===== src/verilog/crwsc_pkg.sv =====
// constants and types for the capture resizer window and scale configuration block
package crwsc_pkg;
    // register byte addresses on the 16-bit register port
    localparam logic [15:0] CRWSC_ADDR_CTRL = 16'h2460;
    localparam logic [15:0] CRWSC_ADDR_END_COL = 16'h2468;
    localparam logic [15:0] CRWSC_ADDR_END_ROW = 16'h246A;
    localparam logic [15:0] CRWSC_ADDR_RATES = 16'h246C;
    localparam logic [15:0] CRWSC_ADDR_MODE = 16'h246E;
    // reset values
    localparam logic [10:0] CRWSC_RST_END_COL = 11'h27F;
    localparam logic [10:0] CRWSC_RST_END_ROW = 11'h1DF;
    localparam logic [15:0] CRWSC_RST_RATES = 16'h8080;
    localparam logic [2:0] CRWSC_RST_CTRL = 3'h0;
    // field layout
    localparam int CRWSC_POS_W = 11;
    localparam int CRWSC_CTRL_EN = 0;
    localparam int CRWSC_CTRL_UPD_VSYNC = 1;
    localparam int CRWSC_CTRL_INDEP = 2;
    localparam int CRWSC_V_CODE_HI = 15;
    localparam int CRWSC_V_CODE_LO = 8;
    localparam int CRWSC_H_CODE_HI = 7;
    localparam int CRWSC_H_CODE_LO = 0;
    // rate arithmetic: ratio is code / 128
    localparam logic [7:0] CRWSC_RATE_UNITY = 8'h80;
    localparam int CRWSC_RATE_SHIFT = 7;
    // scaling mode codes
    typedef enum logic [1:0] {
        CRWSC_MODE_NONE = 2'h0,
        CRWSC_MODE_FINE = 2'h1,
        CRWSC_MODE_COARSE = 2'h2,
        CRWSC_MODE_RSVD = 2'h3
    } crwsc_mode_t;
endpackage


===== src/verilog/crwsc_top.sv =====
// register bank and rate decode for the capture resizer window and scaling rates
// Notes on behaviour
// - end column is an 11-bit field in bits 10..0, rightmost processed column
// - end row is an 11-bit field in bits 10..0; bits 15..11 unused
// - end row register is read/write and resets to 01DFh, line 479
// - rate register is 16-bit read/write: vertical code high byte, horizontal low byte
// - vertical code in high byte applies only when independent scaling is on
// - in modes 01b and 10b vertical code n in 1..128 gives n/128
// - with independent scaling off, low byte code sets both directions
// - horizontal: mode 01b any 1..128; mode 10b powers of two only
// - with vsync update on, old values stay in use until next vsync
`timescale 1ns/1ps
`default_nettype none
module crwsc_top (
    input wire logic core_clk, // 40 MHz system clock
    input wire logic rst, // synchronous reset, active high
    input wire logic [15:0] reg_addr, // register byte address
    input wire logic [15:0] reg_wdata, // register write data
    input wire logic reg_wr, // write strobe
    input wire logic reg_rd, // read strobe
    output logic [15:0] reg_rdata, // read data, cycle after the strobe
    input wire logic vsync, // one-cycle vertical sync pulse from capture timing
    output logic resizer_en, // resizer enable in use
    output logic [10:0] use_end_col, // end column in use
    output logic [10:0] use_end_row, // end row in use
    output logic [7:0] h_num, // horizontal ratio numerator over 128
    output logic [7:0] v_num, // vertical ratio numerator over 128
    output logic h_ok, // horizontal code legal
    output logic v_ok, // vertical code legal
    output logic [11:0] out_rows // lines delivered for the window height
);
    import crwsc_pkg::*;

    logic [10:0] end_col_ff; // programmed values
    logic [10:0] end_row_ff;
    logic [15:0] rates_ff;
    logic [2:0] ctrl_ff;
    crwsc_mode_t mode_ff;
    logic [10:0] act_end_col_ff; // values in use by the resizer
    logic [10:0] act_end_row_ff;
    logic [15:0] act_rates_ff;
    logic [2:0] act_ctrl_ff;
    crwsc_mode_t act_mode_ff;
    logic [15:0] nxt_rdata;
    logic [15:0] rdata_ff;
    logic take_new;
    logic [7:0] v_code;
    logic [7:0] h_num_c;
    logic [7:0] v_num_c;
    logic h_ok_c;
    logic v_ok_c;
    logic [7:0] h_num_ff;
    logic [7:0] v_num_ff;
    logic h_ok_ff;
    logic v_ok_ff;
    logic [19:0] rows_prod;
    logic [11:0] nxt_out_rows;
    logic [11:0] out_rows_ff;

    // window corner registers, unused upper bits are not stored
    always_ff @(posedge core_clk) begin
        if (rst) begin
            end_col_ff <= CRWSC_RST_END_COL;
            end_row_ff <= CRWSC_RST_END_ROW;
        end else if (reg_wr) begin
            if (reg_addr == CRWSC_ADDR_END_COL) begin
                end_col_ff <= reg_wdata[CRWSC_POS_W-1:0];
            end
            if (reg_addr == CRWSC_ADDR_END_ROW) begin
                end_row_ff <= reg_wdata[CRWSC_POS_W-1:0];
            end
        end
    end

    // scaling rate, control and mode registers
    always_ff @(posedge core_clk) begin
        if (rst) begin
            rates_ff <= CRWSC_RST_RATES;
            ctrl_ff <= CRWSC_RST_CTRL;
            mode_ff <= CRWSC_MODE_NONE;
        end else if (reg_wr) begin
            if (reg_addr == CRWSC_ADDR_RATES) begin
                rates_ff <= reg_wdata;
            end
            if (reg_addr == CRWSC_ADDR_CTRL) begin
                ctrl_ff <= reg_wdata[2:0];
            end
            if (reg_addr == CRWSC_ADDR_MODE) begin
                mode_ff <= crwsc_mode_t'(reg_wdata[1:0]);
            end
        end
    end

    // read mux, reserved bits and unmapped addresses read zero
    always_comb begin
        nxt_rdata = 16'h0000;
        unique case (reg_addr)
            CRWSC_ADDR_END_COL: nxt_rdata = {5'h00, end_col_ff};
            CRWSC_ADDR_END_ROW: nxt_rdata = {5'h00, end_row_ff};
            CRWSC_ADDR_RATES: nxt_rdata = rates_ff;
            CRWSC_ADDR_CTRL: nxt_rdata = {13'h0000, ctrl_ff};
            CRWSC_ADDR_MODE: nxt_rdata = {14'h0000, mode_ff};
            default: nxt_rdata = 16'h0000;
        endcase
    end

    // read data stand only in the cycle after the strobe
    always_ff @(posedge core_clk) begin
        if (rst) begin
            rdata_ff <= 16'h0000;
        end else begin
            rdata_ff <= reg_rd ? nxt_rdata : 16'h0000;
        end
    end
    assign reg_rdata = rdata_ff;

    // shadow copies: follow at once, or only on vsync when deferred update is on
    assign take_new = !ctrl_ff[CRWSC_CTRL_UPD_VSYNC] || vsync;
    always_ff @(posedge core_clk) begin
        if (rst) begin
            act_end_col_ff <= CRWSC_RST_END_COL;
            act_end_row_ff <= CRWSC_RST_END_ROW;
            act_rates_ff <= CRWSC_RST_RATES;
            act_ctrl_ff <= CRWSC_RST_CTRL;
            act_mode_ff <= CRWSC_MODE_NONE;
        end else if (take_new) begin
            act_end_col_ff <= end_col_ff;
            act_end_row_ff <= end_row_ff;
            act_rates_ff <= rates_ff;
            act_ctrl_ff <= ctrl_ff;
            act_mode_ff <= mode_ff;
        end
    end

    // vertical code: high byte when independent, else the shared low byte
    assign v_code = act_ctrl_ff[CRWSC_CTRL_INDEP] ?
        act_rates_ff[CRWSC_V_CODE_HI:CRWSC_V_CODE_LO] :
        act_rates_ff[CRWSC_H_CODE_HI:CRWSC_H_CODE_LO];

    crwsc_rate_decode #(.POW2_IN_COARSE(1'b1)) u_h_dec (
        .code(act_rates_ff[CRWSC_H_CODE_HI:CRWSC_H_CODE_LO]),
        .mode(act_mode_ff),
        .num(h_num_c),
        .ok(h_ok_c)
    );

    crwsc_rate_decode #(.POW2_IN_COARSE(1'b0)) u_v_dec (
        .code(v_code),
        .mode(act_mode_ff),
        .num(v_num_c),
        .ok(v_ok_c)
    );

    // output lines = window height * n / 128, truncated
    // widen before the add so that a height of 2048 lines does not wrap to zero
    assign rows_prod = (20'(act_end_row_ff) + 20'h00001) * 20'(v_num_c);
    assign nxt_out_rows = rows_prod[CRWSC_RATE_SHIFT +: 12];

    // registered decode results
    always_ff @(posedge core_clk) begin
        if (rst) begin
            h_num_ff <= 8'h00;
            v_num_ff <= 8'h00;
            h_ok_ff <= 1'b0;
            v_ok_ff <= 1'b0;
            out_rows_ff <= 12'h000;
        end else begin
            h_num_ff <= h_num_c;
            v_num_ff <= v_num_c;
            h_ok_ff <= h_ok_c;
            v_ok_ff <= v_ok_c;
            out_rows_ff <= nxt_out_rows;
        end
    end

    assign resizer_en = act_ctrl_ff[CRWSC_CTRL_EN];
    assign use_end_col = act_end_col_ff;
    assign use_end_row = act_end_row_ff;
    assign h_num = h_num_ff;
    assign v_num = v_num_ff;
    assign h_ok = h_ok_ff;
    assign v_ok = v_ok_ff;
    assign out_rows = out_rows_ff;

    // checks on register access, shadowing and decode
    a_end_col_write: assert property (@(posedge core_clk) disable iff (rst)
        reg_wr && reg_addr == CRWSC_ADDR_END_COL |=> end_col_ff == $past(reg_wdata[10:0]))
        else $error("end column write not stored");
    a_end_row_reset: assert property (@(posedge core_clk)
        rst ##1 !rst && !reg_rd |=> reg_rdata == 16'h0000 ##0 end_row_ff == 11'h1DF)
        else $error("end row reset value wrong");
    a_row_read_back: assert property (@(posedge core_clk) disable iff (rst)
        reg_rd && reg_addr == CRWSC_ADDR_END_ROW |=> reg_rdata[15:11] == 5'h00
        && reg_rdata[10:0] == end_row_ff)
        else $error("end row readback wrong");
    a_rates_read_back: assert property (@(posedge core_clk) disable iff (rst)
        reg_rd && reg_addr == CRWSC_ADDR_RATES |=> reg_rdata == rates_ff)
        else $error("rate register readback wrong");
    a_vsync_hold: assert property (@(posedge core_clk) disable iff (rst)
        ctrl_ff[CRWSC_CTRL_UPD_VSYNC] && !vsync |=> $stable(act_rates_ff)
        && $stable(act_end_row_ff))
        else $error("values in use changed before vsync");
    a_immediate_take: assert property (@(posedge core_clk) disable iff (rst)
        !ctrl_ff[CRWSC_CTRL_UPD_VSYNC] && reg_wr && reg_addr == CRWSC_ADDR_RATES
        && $past(!ctrl_ff[CRWSC_CTRL_UPD_VSYNC]) |=> ##1 act_rates_ff == $past(reg_wdata, 2))
        else $error("immediate update not taken");
    a_v_sel_shared: assert property (@(posedge core_clk) disable iff (rst)
        !act_ctrl_ff[CRWSC_CTRL_INDEP] && act_mode_ff == CRWSC_MODE_FINE
        && act_rates_ff[7:0] != 8'h00 && act_rates_ff[7:0] <= 8'h80
        |=> v_num_ff == $past(act_rates_ff[7:0]))
        else $error("shared vertical code not used");
    a_v_sel_indep: assert property (@(posedge core_clk) disable iff (rst)
        act_ctrl_ff[CRWSC_CTRL_INDEP] && act_mode_ff == CRWSC_MODE_COARSE
        && act_rates_ff[15:8] == 8'h03 |=> v_num_ff == 8'h03 && v_ok_ff)
        else $error("independent vertical code not decoded");
    a_h_pow2_only: assert property (@(posedge core_clk) disable iff (rst)
        act_mode_ff == CRWSC_MODE_COARSE && act_rates_ff[7:0] == 8'h03
        |=> !h_ok_ff && h_num_ff == 8'h00)
        else $error("coarse mode accepted non power of two");
    a_unity_rows: assert property (@(posedge core_clk) disable iff (rst)
        v_ok_c && v_num_c == 8'h80 |=> out_rows_ff == 12'($past(act_end_row_ff)) + 12'h001)
        else $error("unity ratio did not pass all lines");

    c_deferred_update: cover property (@(posedge core_clk) disable iff (rst)
        ctrl_ff[CRWSC_CTRL_UPD_VSYNC] && vsync && rates_ff != act_rates_ff);
    c_indep_scaling: cover property (@(posedge core_clk) disable iff (rst)
        v_ok_ff && h_ok_ff && v_num_ff != h_num_ff);
    c_reduced_rows: cover property (@(posedge core_clk) disable iff (rst)
        v_ok_ff && v_num_ff < 8'h80 && out_rows_ff != 12'h000);
endmodule
`default_nettype wire


===== src/verilog/crwsc_rate_decode.sv =====
// decodes one 8-bit scaling rate code into an n/128 numerator and a valid flag
`timescale 1ns/1ps
`default_nettype none
module crwsc_rate_decode #(
    parameter bit POW2_IN_COARSE = 1'b0 // coarse mode accepts only powers of two
) (
    input wire logic [7:0] code, // rate code n
    input wire crwsc_pkg::crwsc_mode_t mode, // scaling mode
    output logic [7:0] num, // numerator of n/128, zero when invalid
    output logic ok // code is legal in this mode
);
    import crwsc_pkg::*;

    logic in_range;
    logic pow2;

    // code 0 and codes above 128 never select a ratio
    assign in_range = (code != 8'h00) && (code <= CRWSC_RATE_UNITY);
    assign pow2 = ((code & (code - 8'h01)) == 8'h00);

    // legality per mode, none and reserved modes select nothing
    always_comb begin
        unique case (mode)
            CRWSC_MODE_FINE: ok = in_range;
            CRWSC_MODE_COARSE: ok = in_range && (!POW2_IN_COARSE || pow2);
            CRWSC_MODE_NONE: ok = 1'b0;
            CRWSC_MODE_RSVD: ok = 1'b0;
        endcase
    end

    assign num = ok ? code : 8'h00;
endmodule
`default_nettype wire


===== config.mk =====
export PLATFORM = sky130hd
export DESIGN_NAME = crwsc_top
export DESIGN_NICKNAME = d
export VERILOG_FILES = /design/src/verilog/crwsc_pkg.sv /design/src/verilog/crwsc_top.sv /design/src/verilog/crwsc_rate_decode.sv
export SDC_FILE = /design/constraint.sdc
export NUM_CORES = 1
export LEC_CHECK = 0
export BUFFER_PORTS_ARGS = -buffer_cell sky130_fd_sc_hd__buf_2
export CAP_MARGIN = 20
export CORE_ASPECT_RATIO = 0.8
export CORE_MARGIN = 3
export CORE_UTILIZATION = 47
export CTS_CLUSTER_SIZE = 25
export DETAILED_ROUTE_END_ITERATION = 7
export GPL_TIMING_DRIVEN = 0
export PLACE_DENSITY = 0.72
export SLEW_MARGIN = 20
export SYNTH_ARGS = -nofsm -noshare
export SYNTH_HDL_FRONTEND = slang
export SYNTH_SLANG_ARGS = --single-unit

===== constraint.sdc =====
create_clock -name core_clk -period 10.8 [get_ports core_clk]
set_clock_uncertainty 0.15 [all_clocks]
set_input_delay 0.54 -clock core_clk [delete_from_list [all_inputs] [get_ports core_clk]]
set_output_delay 0.54 -clock core_clk [all_outputs]
set_load 0.03 [all_outputs]

==> results.md, run 1 <==
- Post-Syn Area: about 0.008 mm²
- Clock network power share: ~55%
- Hold wc startpoint: reg_wdata[14]
- Final min period: approximately 6500 ps
- Type of the worst setup path: register to register
- Hold crit path type: input port to register
- R2R Path End: out_rows[11]$_SDFF_PP0_
- Max cap viols: 0
- Flops & latches, synth: 131
- Layout cells sized above 1: between 10% and 20%
- Number of routed nets with antenna violations: 0
- Ys async rst share: 0%
- Post-route cell area: around 0.0094 mm²
- Flop pwr share: a little over two fifths
- Syn Inst Count: around 940
- RSZ-0062 raised after global routing: false
- Slew HR: between 30% and 40%
- Endpoints failing setup: 0
- Dpl ws: 4428 ps
- Initial detailed-routing violation count: between 800 and 900
- Antenna diodes: 0
- Net Switching: about 0.00025 W
- Reg2Reg Setup Slack: roughly 4300 ps
- Post-synth top area cell: dfxtp_1
- I/O Buffers: between 100 and 150
- Crit Path Max Fanout: 10
- Die Y: 122.5 µm
- Setup TNS: 0 ps
- Synthesized Nets: 1076
- Synth area leaders: dfxtp_1 33%, fa_1 15%, nand2_1 8.9%, ha_1 6.0%, nor2_1 4.9%
- Post-CTS Hold Buffers: 0
- H-tree depth: 4
- Final nets: 1200
- Residual DRC count: 0
- DIE WIDTH: around 150 µm
- Post_cts resized: 0
- Status: finished, final reports clean
- Num ports: around 110
- Core box area: ~0.016 mm²
- Synth Area in XOR/XNOR: under 10%
- GPL Wtd Cong: 0.9532
- Initial antenna violation count: 0
- Rows: just over 40
- Setup crit start kind: register
- Hold Path Stages: 3
- Worst Setup End Kind: register
- PwrDens: between 100 and 150 mW/mm²
- Drt first pass iters: 6
- Num Clock Sinks: between 100 and 150
- Main synth FF type: dfxtp_1
- Clock Tree Buf Depth: 2
- Synth Area in Simple Gates: roughly 26%
- Fin. max-slew vios: 0
- Compound-Gate Fraction of Synth Area: roughly 10%
- Avg Inst Size Synth: ~8.5 µm²
- Leakage Power: 4.309 nW
- Adder-cell share of the synthesized area: approximately 21%
- Routed Wire Length: around 22000 µm
- Combinational power share: under 10%
- Int Pwr: ~0.0009 W
- Peak supply drop: a little under 100 µV
- Hold EP: rates_ff[14]$_SDFFE_PP0P_
- Area Growth Syn to Fin: 17.74%
- Switching Share: a little over a fifth
- First-pass GRT wire length: between 30000 and 40000 µm
- WP data arrival: ~6600 ps
- Final Hold Fails: 0
- Fillers: between 1500 and 2000
- Root Driver: clkbuf_16
- Placed inst area: slightly below 0.009 mm²
- Tot GR Track Use: about a quarter
- CTS clock-pin slew for the worst setup and hold paths: around 60 ps
- Hpwl dp: around 17000 µm
- RR Startpoint: act_ctrl_ff[2]$_SDFFE_PP0P_
- Die ar.: 0.01859 mm²
- Via Count: between 7000 and 8000
- Post-synth top area share: between 30% and 40%
- CTS tree: yes
- Avg WL per Cell: roughly 17 µm
- Worst Reg2Reg Path Length in Cells: 22
- Part of the Yosys area used for sequential elements: 32.87%
- Cell with the most instances after synthesis: nand2_1
- Post-synthesis mux area share: under 10%
- Required @ worst endpoint: about 11000 ps
- Yosys cell types: between 60 and 70
- Setup ws final: 4342 ps
- Worst-Margin Slew: roughly 920 ps
- Peak Freq: ~150 MHz
- Total CTS buffers: 17
- Via/cell ratio: around 5.6
- Power, Total: between 0.001 and 0.0015 W
- Pin count of the biggest net entering global routing: 17
- Final period util: between 50% and 60%
- Post-CTS setup buffers: 0
- Initial Utilization: about half
- Clock insertion delay at the later pin of the skew report: 430 ps
- Largest family of logic cells by synthesized area: simple AND/OR/NAND/NOR gates
- Total grt overflow: 0
- Vias in the first global route: between 6000 and 7000
- EDFF count, synth: 0
- CP Launch Point: act_ctrl_ff[2]$_SDFFE_PP0P_
- Synth cell count leaders: 190 x nand2_1, 131 x dfxtp_1, 104 x nor2_1, 77 x inv_1, 67 x a21oi_1
- Synth Warn #: 0
## logic make-up after synthesis
| family | Yosys count |
|---|---|
| DFF | 131 |
| xor gates and xnor gates | 24 |
| buffers and inverters | 120 |
| muxes | 12 |
| adders and majority gates | 97 |
| AOI/OAI and AO/OA | 122 |
| and+or+nand+nor | 437 |
## critical path: stages (launching register included)
cell and delay (ps):
dfxtp_1 310, buf_4 160, or4b_4 490, o32ai_4 210
and3_4 260, o21ai_4 90, buf_6 160, nor2_1 390
nand2_1 160, fa_1 520, fa_1 560, inv_1 60
fa_1 530, inv_1 50, fa_1 520, inv_1 40
ha_1 370, o21a_1 160, nor2_1 180, o31ai_1 100
a41o_1 290, a41oi_1 240, mux2_2 360
## sequential cells by signal (all words and copies together) (netlist names), 2 cells and up
register,flops
end_col_ff,11
h_num,8
v_num,8
rates_ff,16
use_end_col,11
out_rows,12
act_ctrl_ff,2
act_rates_ff,16
use_end_row,11
ctrl_ff,3
mode_ff,2
act_mode_ff,2
end_row_ff,11
reg_rdata,16
## worst max path at each step
stage | endpoint | slack, ps | cells past startpoint
6_report | out_rows[11]$_SDFF_PP0_ | 4340 | 22
5_1_grt | out_rows[4]$_SDFF_PP0_ | 4090 | 21
4_1_cts | out_rows[11]$_SDFF_PP0_ | 4430 | 22
3_5_place_dp | out_rows[11]$_SDFF_PP0_ | 4430 | 22
3_3_place_gp | out_rows[11]$_SDFF_PP0_ | 4540 | 22
2_1_floorplan | out_rows[11]$_SDFF_PP0_ | 4910 | 21
## final cells by class
| cell class | count | area [µm²] | area share [%] |
|---|---|---|---|
| Timing Repair Buffer | 105 | 525.5 | 5.594 |
| Sequential cell | 131 | 2623 | 27.92 |
| Buffer | 43 | 195.2 | 2.078 |
| Clock inverter | 11 | 150.1 | 1.598 |
| Tap cell | 215 | 269.0 | 2.864 |
| Multi-Input combinational cell | 692 | 4872 | 51.86 |
| Inverter | 77 | 289.0 | 3.077 |
| Clock buffer | 21 | 470.5 | 5.008 |
## layer usage
layer | wire length, µm | GRT usage, % | vias to the layer above
li1 | - | - | 3358
met1 | 10190 | 37.04 | 3472
met2 | 9278 | 34.41 | 381
met3 | 2556 | 7.087 | 38
met4 | 412 | 7.800 | 0
met5 | 0 | 0 | -
## stage by stage
stage	util, %	instances	hold WS, ps
final	57.95	1295	194.0
after global routing	57.95	1295	199.5
after CTS	57.95	1295	192.5
after detailed placement	54.12	1263	296.5
after global placement	54.12	1263	292.6
after floorplan	-	943	294.2
## power groups by stage
stage               registers [W]  clock network, W   logic [W]
finish                   0.000483          0.000613   0.0000228
global route             0.000483          0.000635   0.0000243
CTS                      0.000483          0.000614   0.0000224
detailed placement       0.000494                 0   0.0000223
global placement         0.000494                 0   0.0000223
floorplan                0.000494                 0  0.00000837
## cell usage in the layout (no fill, tap or decap), types with 3 or more instances in the layout
cell       synthesis  layout
clkbuf_1          30      31
a222oi_1          11      11
nor4_1             7       7
mux2i_1            9       9
inv_1             77      77
buf_2              8     113
or2_2              4       4
xor2_1             9       9
nand2_1          190     190
and3_1             4       4
o21ai_0           10      10
nand3b_1          37      37
o21a_1             3       3
and2_1            17      17
or3_1             16      16
ha_1              38      38
nand2b_1          10      10
nor2_1           104     104
nand3_1           12      12
a21oi_1           67      67
dfxtp_1          131     131
nor2b_1            3       3
nor3_1             8       8
a21o_1             9       9
fa_1              58      58
clkbuf_8           0       3
bufinv_16          0       3
xnor2_1           15      15
o31ai_1            3       3
nand4_1            9       9
clkbuf_16          0      17
Note: power is estimated with default switching activity, not from simulation.
==> run 2, diff against run 1 <==
--- a/config.mk
+++ b/config.mk
@@ -13,7 +13,7 @@
 export CTS_CLUSTER_SIZE = 25
 export DETAILED_ROUTE_END_ITERATION = 7
 export GPL_TIMING_DRIVEN = 0
-export PLACE_DENSITY = 0.72
+export PLACE_DENSITY = 0.75
 export SLEW_MARGIN = 20
 export SYNTH_ARGS = -nofsm -noshare
 export SYNTH_HDL_FRONTEND = slang
==> constraint.sdc (replaced) <==
create_clock -name core_clk -period 5.9 [get_ports core_clk]
set_clock_uncertainty 0.15 [all_clocks]
set_input_delay 0.295 -clock core_clk [delete_from_list [all_inputs] [get_ports core_clk]]
set_output_delay 0.295 -clock core_clk [all_outputs]
set_load 0.03 [all_outputs]
==> results.md, run 2 (synthesized netlist as in run 1, its figures left out) <==
- WP data arrival: 6010 ps
- Peak Freq: 171.0 MHz
- Drt first pass iters: 7
- Antenna diodes: 0
- Reg area: about 0.0026 mm²
- Final period util: between 90% and 100%
- Most frequent cells in the layout: 187 x nand2_1, 128 x dfxtp_1, 112 x buf_2, 82 x nor2_1, 74 x inv_1
- Final min period: 5849 ps
- Power, Total: approximately 0.002 W
- Met1 usage: between 30% and 40%
- Hold crit path type: input port to register
- Slew HR: between 30% and 40%
- Worst-Margin Slew: between 1000 and 1500 ps
- Die ar.: 0.01859 mm²
- Most crowded layer after global routing: met1
- Peak supply drop: around 190 µV
- Final nets: 1241
- Fin. max-slew vios: 0
- Area Growth Syn to Fin: 27.66%
- Total CTS buffers: 17
- Status: finished, final reports clean
- DIE WIDTH: between 150 and 200 µm
- Commonest non-fill, non-tap cell in the layout: nand2_1
- PwrDens: between 150 and 200 mW/mm²
- Setup TNS: 0 ps
- Max cap viols: 0
- Avg WL per Cell: 17.81 µm
- Tot GR Track Use: around 25%
- Crit Path Max Fanout: 8
- Required @ worst endpoint: a little over 6000 ps
- Clock insertion delay at the later pin of the skew report: approximately 420 ps
- Die Y: about 120 µm
- First-pass GRT wire length: approximately 36000 µm
- Type of the worst setup path: register to register
- Reg2Reg Setup Slack: 50 ps
- Routed Wire Length: 23790 µm
- Num ports: between 100 and 150
- Fillers: 1376
- Number of routed nets with antenna violations: 0
- Rows: 41
- Num Clock Sinks: between 100 and 150
- Hpwl dp: ~17000 µm
- Placed inst area: between 0.008 and 0.009 mm²
- Vias in the first global route: just under 7000
- Total grt overflow: 0
- Final Hold Fails: 0
- I/O Buffers: ~110
- Initial antenna violation count: 0
- Pin count of the biggest net entering global routing: 17
- GR Util met2: 34.63%
- CTS tree: yes
- GPL Wtd Cong: 0.9761
- H-tree depth: 4
- Initial Utilization: roughly half
- Leakage Power: around 4.6 nW
- Endpoints failing setup: 0
- Initial detailed-routing violation count: 809
- Root Driver: clkbuf_16
- Via Count: 7465
- Clock Tree Buf Depth: 2
- Residual DRC count: 0
- Setup crit start kind: register
- Worst Setup End Kind: register
- CTS clock-pin slew for the worst setup and hold paths: 60 ps
- Core box area: 0.01621 mm²
- Layout cells sized above 1: approximately a quarter
- Post-route cell area: 0.01019 mm²
- Area of the multi-input gates: between 0.005 and 0.006 mm²
- GRT met3 Usage: under 10%
- Via/cell ratio: around 5.6
## run 2: changes by cell type in the layout (fill, tap and decap cells not counted), moves of 9 or more
| cell | previous run | this run |
|---|---|---|
| buf_4 | 2 | 24 |
| nor2_1 | 104 | 82 |
| nor2_2 | 0 | 16 |
| dlygate4sd3_1 | 0 | 14 |
| ha_1 | 38 | 29 |
| ha_4 | 0 | 9 |
## run 2: report_power, final
group          total (W)  internal, W   switching, W
logic          0.0000497    0.0000216      0.0000281
clock network    0.00110     0.000669       0.000428
registers       0.000884     0.000884  0.00000000630
## run 2: through the flow
step | utilization (%) | setup slack [ps] | std cells | hold slack, ps
6_report | 62.84 | 51.21 | 1336 | 21.99
3_5_place_dp | 54.12 | -406.5 | 1263 | 304.9
5_1_grt | 62.84 | -105.6 | 1336 | 29.98
2_1_floorplan | - | 14.26 | 943 | 248.7
4_1_cts | 59.55 | 0.5831 | 1315 | 9.965
3_3_place_gp | 54.12 | -336.8 | 1263 | 292.8
## run 2: what timing repair did
item,in CTS,in global routing
pin swaps,6,50
setup endpoints to repair,10,10
gates cloned,1,1
gates resized for setup,22,87
hold buffers,14,0
hold endpoints to repair,29,0
setup buffers,5,21
## run 2: worst paths after layout
check                                                  from  depth (start not counted)                          end
worst max-delay path            act_ctrl_ff[2]$_SDFFE_PP0P_                         23       out_rows[7]$_SDFF_PP0_
worst min-delay path                                    rst                          2              h_ok$_SDFF_PP0_
worst max register to register  act_ctrl_ff[2]$_SDFFE_PP0P_                         23       out_rows[7]$_SDFF_PP0_
worst min register to register  act_ctrl_ff[0]$_SDFFE_PP0P_                          2  act_ctrl_ff[0]$_SDFFE_PP0P_
## run 2: worst max-delay path, stage by stage (launching register included)
cell,delay [ps]
dfxtp_1,310
buf_6,110
buf_4,160
nor4_1,210
a21o_1,310
and3_4,280
o21a_4,250
nand2b_1,100
buf_6,150
buf_6,140
nor2_2,130
fa_2,460
ha_1,310
inv_1,60
fa_1,530
inv_1,50
fa_1,490
ha_4,280
o21a_1,190
nor2_2,170
o31ai_1,80
a41o_2,300
a31oi_4,210
mux2_4,320
## run 2: layout make-up
type	instances	area share, %
Multi-Input combinational cell	692	51.86
Sequential cell	131	25.83
Timing Repair Buffer	147	8.746
Clock buffer	18	4.213
Inverter	77	2.837
Tap cell	215	2.641
Buffer	42	2.150
Clock inverter	14	1.720
## run 2: routing by layer
metal  wire (µm)  up-vias
li1            -     3446
met1       10730     3588
met2       10190      387
met3        2490       44
met4         380        0
met5           0        -
==> run 3, diff against run 2 <==
--- a/config.mk
+++ b/config.mk
@@ -10,6 +10,7 @@
 export CORE_ASPECT_RATIO = 0.8
 export CORE_MARGIN = 3
 export CORE_UTILIZATION = 47
+export CTS_BUF_LIST = sky130_fd_sc_hd__clkbuf_4 sky130_fd_sc_hd__clkbuf_8
 export CTS_CLUSTER_SIZE = 25
 export DETAILED_ROUTE_END_ITERATION = 7
 export GPL_TIMING_DRIVEN = 0
@@ -17,4 +18,5 @@
 export SLEW_MARGIN = 20
 export SYNTH_ARGS = -nofsm -noshare
 export SYNTH_HDL_FRONTEND = slang
+export SYNTH_HIERARCHICAL = 1
 export SYNTH_SLANG_ARGS = --single-unit
==> results.md, run 3 <==
- Final min period: 5751 ps
- GRT met3 Usage: under 10%
- Final Hold Fails: 0
- Avg WL per Cell: 16.81 µm
- Synthesized Nets: 1015
- Post-synthesis mux area share: around 6.1%
- Via/cell ratio: 5.268
- GR Util met2: between 30% and 40%
- Num Clock Sinks: 131
- Residual DRC count: 0
- Synth Warn #: 6
- Synth Area in Simple Gates: around 25%
- Rows: 42
- Fin. max-slew vios: 0
- Via Count: around 6600
- Required @ worst endpoint: 6120 ps
- Core box area: 0.01661 mm²
- Vias in the first global route: 6630
- Compound-Gate Fraction of Synth Area: under 10%
- Worst Setup End Kind: register
- CTS clock-pin slew for the worst setup and hold paths: 80 ps
- Layout cells sized above 1: roughly a fifth
- Hpwl dp: roughly 16000 µm
- Type of the worst setup path: register to register
- EDFF count, synth: 0
- Endpoints failing setup: 0
- Cells after DPL: roughly 1200
- Status: finished, final reports clean
- Pin count of the biggest net entering global routing: 17
- Post-synth top area cell: dfxtp_1
- Initial Utilization: 48.20%
- Power, Total: 0.001708 W
- WP data arrival: just under 6000 ps
- Met1 usage: 34.50%
- Most frequent cells in the layout: 129 x dfxtp_1, 114 x nand2_1, 104 x buf_2, 76 x inv_1, 67 x nor2_1
- Synth area leaders: dfxtp_1 33%, fa_1 15%, ha_1 5.6%, nand2_1 5.3%, nor2b_1 5.1%
- I/O Buffers: ~100
- H-tree depth: 4
- Slew HR: 37.99%
- Clock insertion delay at the later pin of the skew report: between 400 and 500 ps
- Die Y: ~120 µm
- Setup crit start kind: register
- Num ports: between 100 and 150
- Worst-Margin Slew: just over 900 ps
- Synth cell count leaders: 131 x dfxtp_1, 114 x nand2_1, 77 x inv_1, 67 x nor2_1, 65 x nor2b_1
- First-pass GRT wire length: between 30000 and 40000 µm
- Clock Tree Buf Depth: 2
- Drt first pass iters: 4
- Most crowded layer after global routing: met2
- Routed Wire Length: about 21000 µm
- GPL Wtd Cong: 0.8861
- Final period util: roughly 97%
- Total CTS buffers: 17
- Antenna diodes: 0
- Non-Filler Instances: between 1000 and 1500
- Hold crit path type: input port to register
- CTS tree: yes
- Number of routed nets with antenna violations: 0
- Tot GR Track Use: a little under a quarter
- Root Driver: clkbuf_8
- Die ar.: between 0.015 and 0.02 mm²
- Reg area: between 0.002 and 0.003 mm²
- Fillers: ~1500
- Largest family of logic cells by synthesized area: simple AND/OR/NAND/NOR gates
- Part of the Yosys area used for sequential elements: 32.77%
- Area of the multi-input gates: around 0.0052 mm²
- Max cap viols: 0
- Cell with the most instances after synthesis: dfxtp_1
- Initial antenna violation count: 0
- Peak supply drop: between 100 and 150 µV
- Initial detailed-routing violation count: between 400 and 500
- Ys async rst share: 0%
- Total grt overflow: 0
- Peak Freq: around 170 MHz
- PwrDens: ~180 mW/mm²
- Synth Area in XOR/XNOR: between 2 and 2.5%
- Flops & latches, synth: 131
- Post-synth top area share: between 30% and 40%
- Adder-cell share of the synthesized area: a little over 20%
- Post-Syn Area: roughly 0.0080 mm²
- Syn Inst Count: 884
- Leakage Power: approximately 4.6 nW
- Yosys cell types: between 60 and 70
- Commonest non-fill, non-tap cell in the layout: dfxtp_1
- Final nets: roughly 1200
- Avg Inst Size Synth: 9.054 µm²
- Main synth FF type: dfxtp_1
- Area Growth Syn to Fin: 21.67%
- DIE WIDTH: approximately 150 µm
- Crit Path Max Fanout: 8
run 3: cell count changes in the layout (fill, tap and decap cells not counted), sizes merged, moves of 23 or more:
cell	change
nand2	-76
and2	+23
nor2b	+62
buf	-28
a21oi	-24
nor2	-37
mux2i	+25
run 3: worst max-delay path, stage by stage, from the launching register on:
cell and delay (ps):
dfxtp_2 330, buf_8 120, mux2_4 320, or4_4 550
nor4_4 190, and2_4 220, clkbuf_8 150, nor2b_4 140
fa_1 400, fa_1 480, fa_1 550, inv_1 60
fa_1 530, inv_1 70, ha_4 260, a21oi_4 170
o21ai_4 100, a31o_4 250, a2111oi_4 440, o21ai_2 100
o31ai_2 70
run 3: cell type report:
class	count	area share, %
clock buffers	22	2.917
clock inverters	9	1.092
multi-input cells	630	53.84
plain buffers	46	2.210
flip-flops and latches	131	26.96
inverters	77	2.968
well taps	220	2.827
repair buffers	123	7.195
run 3: repair_timing:
item,4_1_cts,5_1_grt
pin swaps,17,25
hold endpoints to repair,20,0
hold buffers,13,0
endpoints found under the setup margin,9,11
resized for setup,37,39
buffers inserted,4,4
run 3: final timing paths:
path                                 start  cells past startpoint  slack (ps)                       endpoint
max            act_ctrl_ff[2]$_SDFFE_PP0P_                     20         150        out_rows[11]$_SDFF_PP0_
min                          reg_wdata[15]                      4          30      rates_ff[15]$_SDFFE_PP1P_
max reg2reg    act_ctrl_ff[2]$_SDFFE_PP0P_                     20         150        out_rows[11]$_SDFF_PP0_
min reg2reg  act_rates_ff[13]$_SDFFE_PP0P_                      2         300  act_rates_ff[13]$_SDFFE_PP0P_
run 3: cell families after synthesis:
kind of cell               count (synthesis)
AOI/OAI and AO/OA                         91
xor gates and xnor gates                  22
adders and majority gates                 96
buffers and inverters                    123
DFF                                      131
muxes                                     45
and+or+nand+nor                          376
run 3: metal layers:
metal	vias up	share of wire (%)
li1	3161	-
met1	3221	48
met2	218	44
met3	27	6.8
met4	0	1.4
met5	-	0
run 3: power breakdown:
group	internal, W	total [W]	switching, W
Combinational	0.0000255	0.0000649	0.0000394
Sequential	0.000884	0.000884	0.00000000611
Clock	0.000408	0.000760	0.000352
run 3: per-stage QoR:
stage	util (%)	area (µm²)	hold slack, ps	setup WS, ps	TNS [ps]
after floorplan	-	8014	278.4	28.64	0
after global placement	52.99	8800	288.2	-449.3	-2249
after CTS	57.53	9554	1.177	-9.001	-10.33
after global routing	58.64	9738	15.99	-16.58	-16.58
final	58.64	9738	26.19	148.7	0
after detailed placement	52.99	8800	294.2	-532.7	-2935
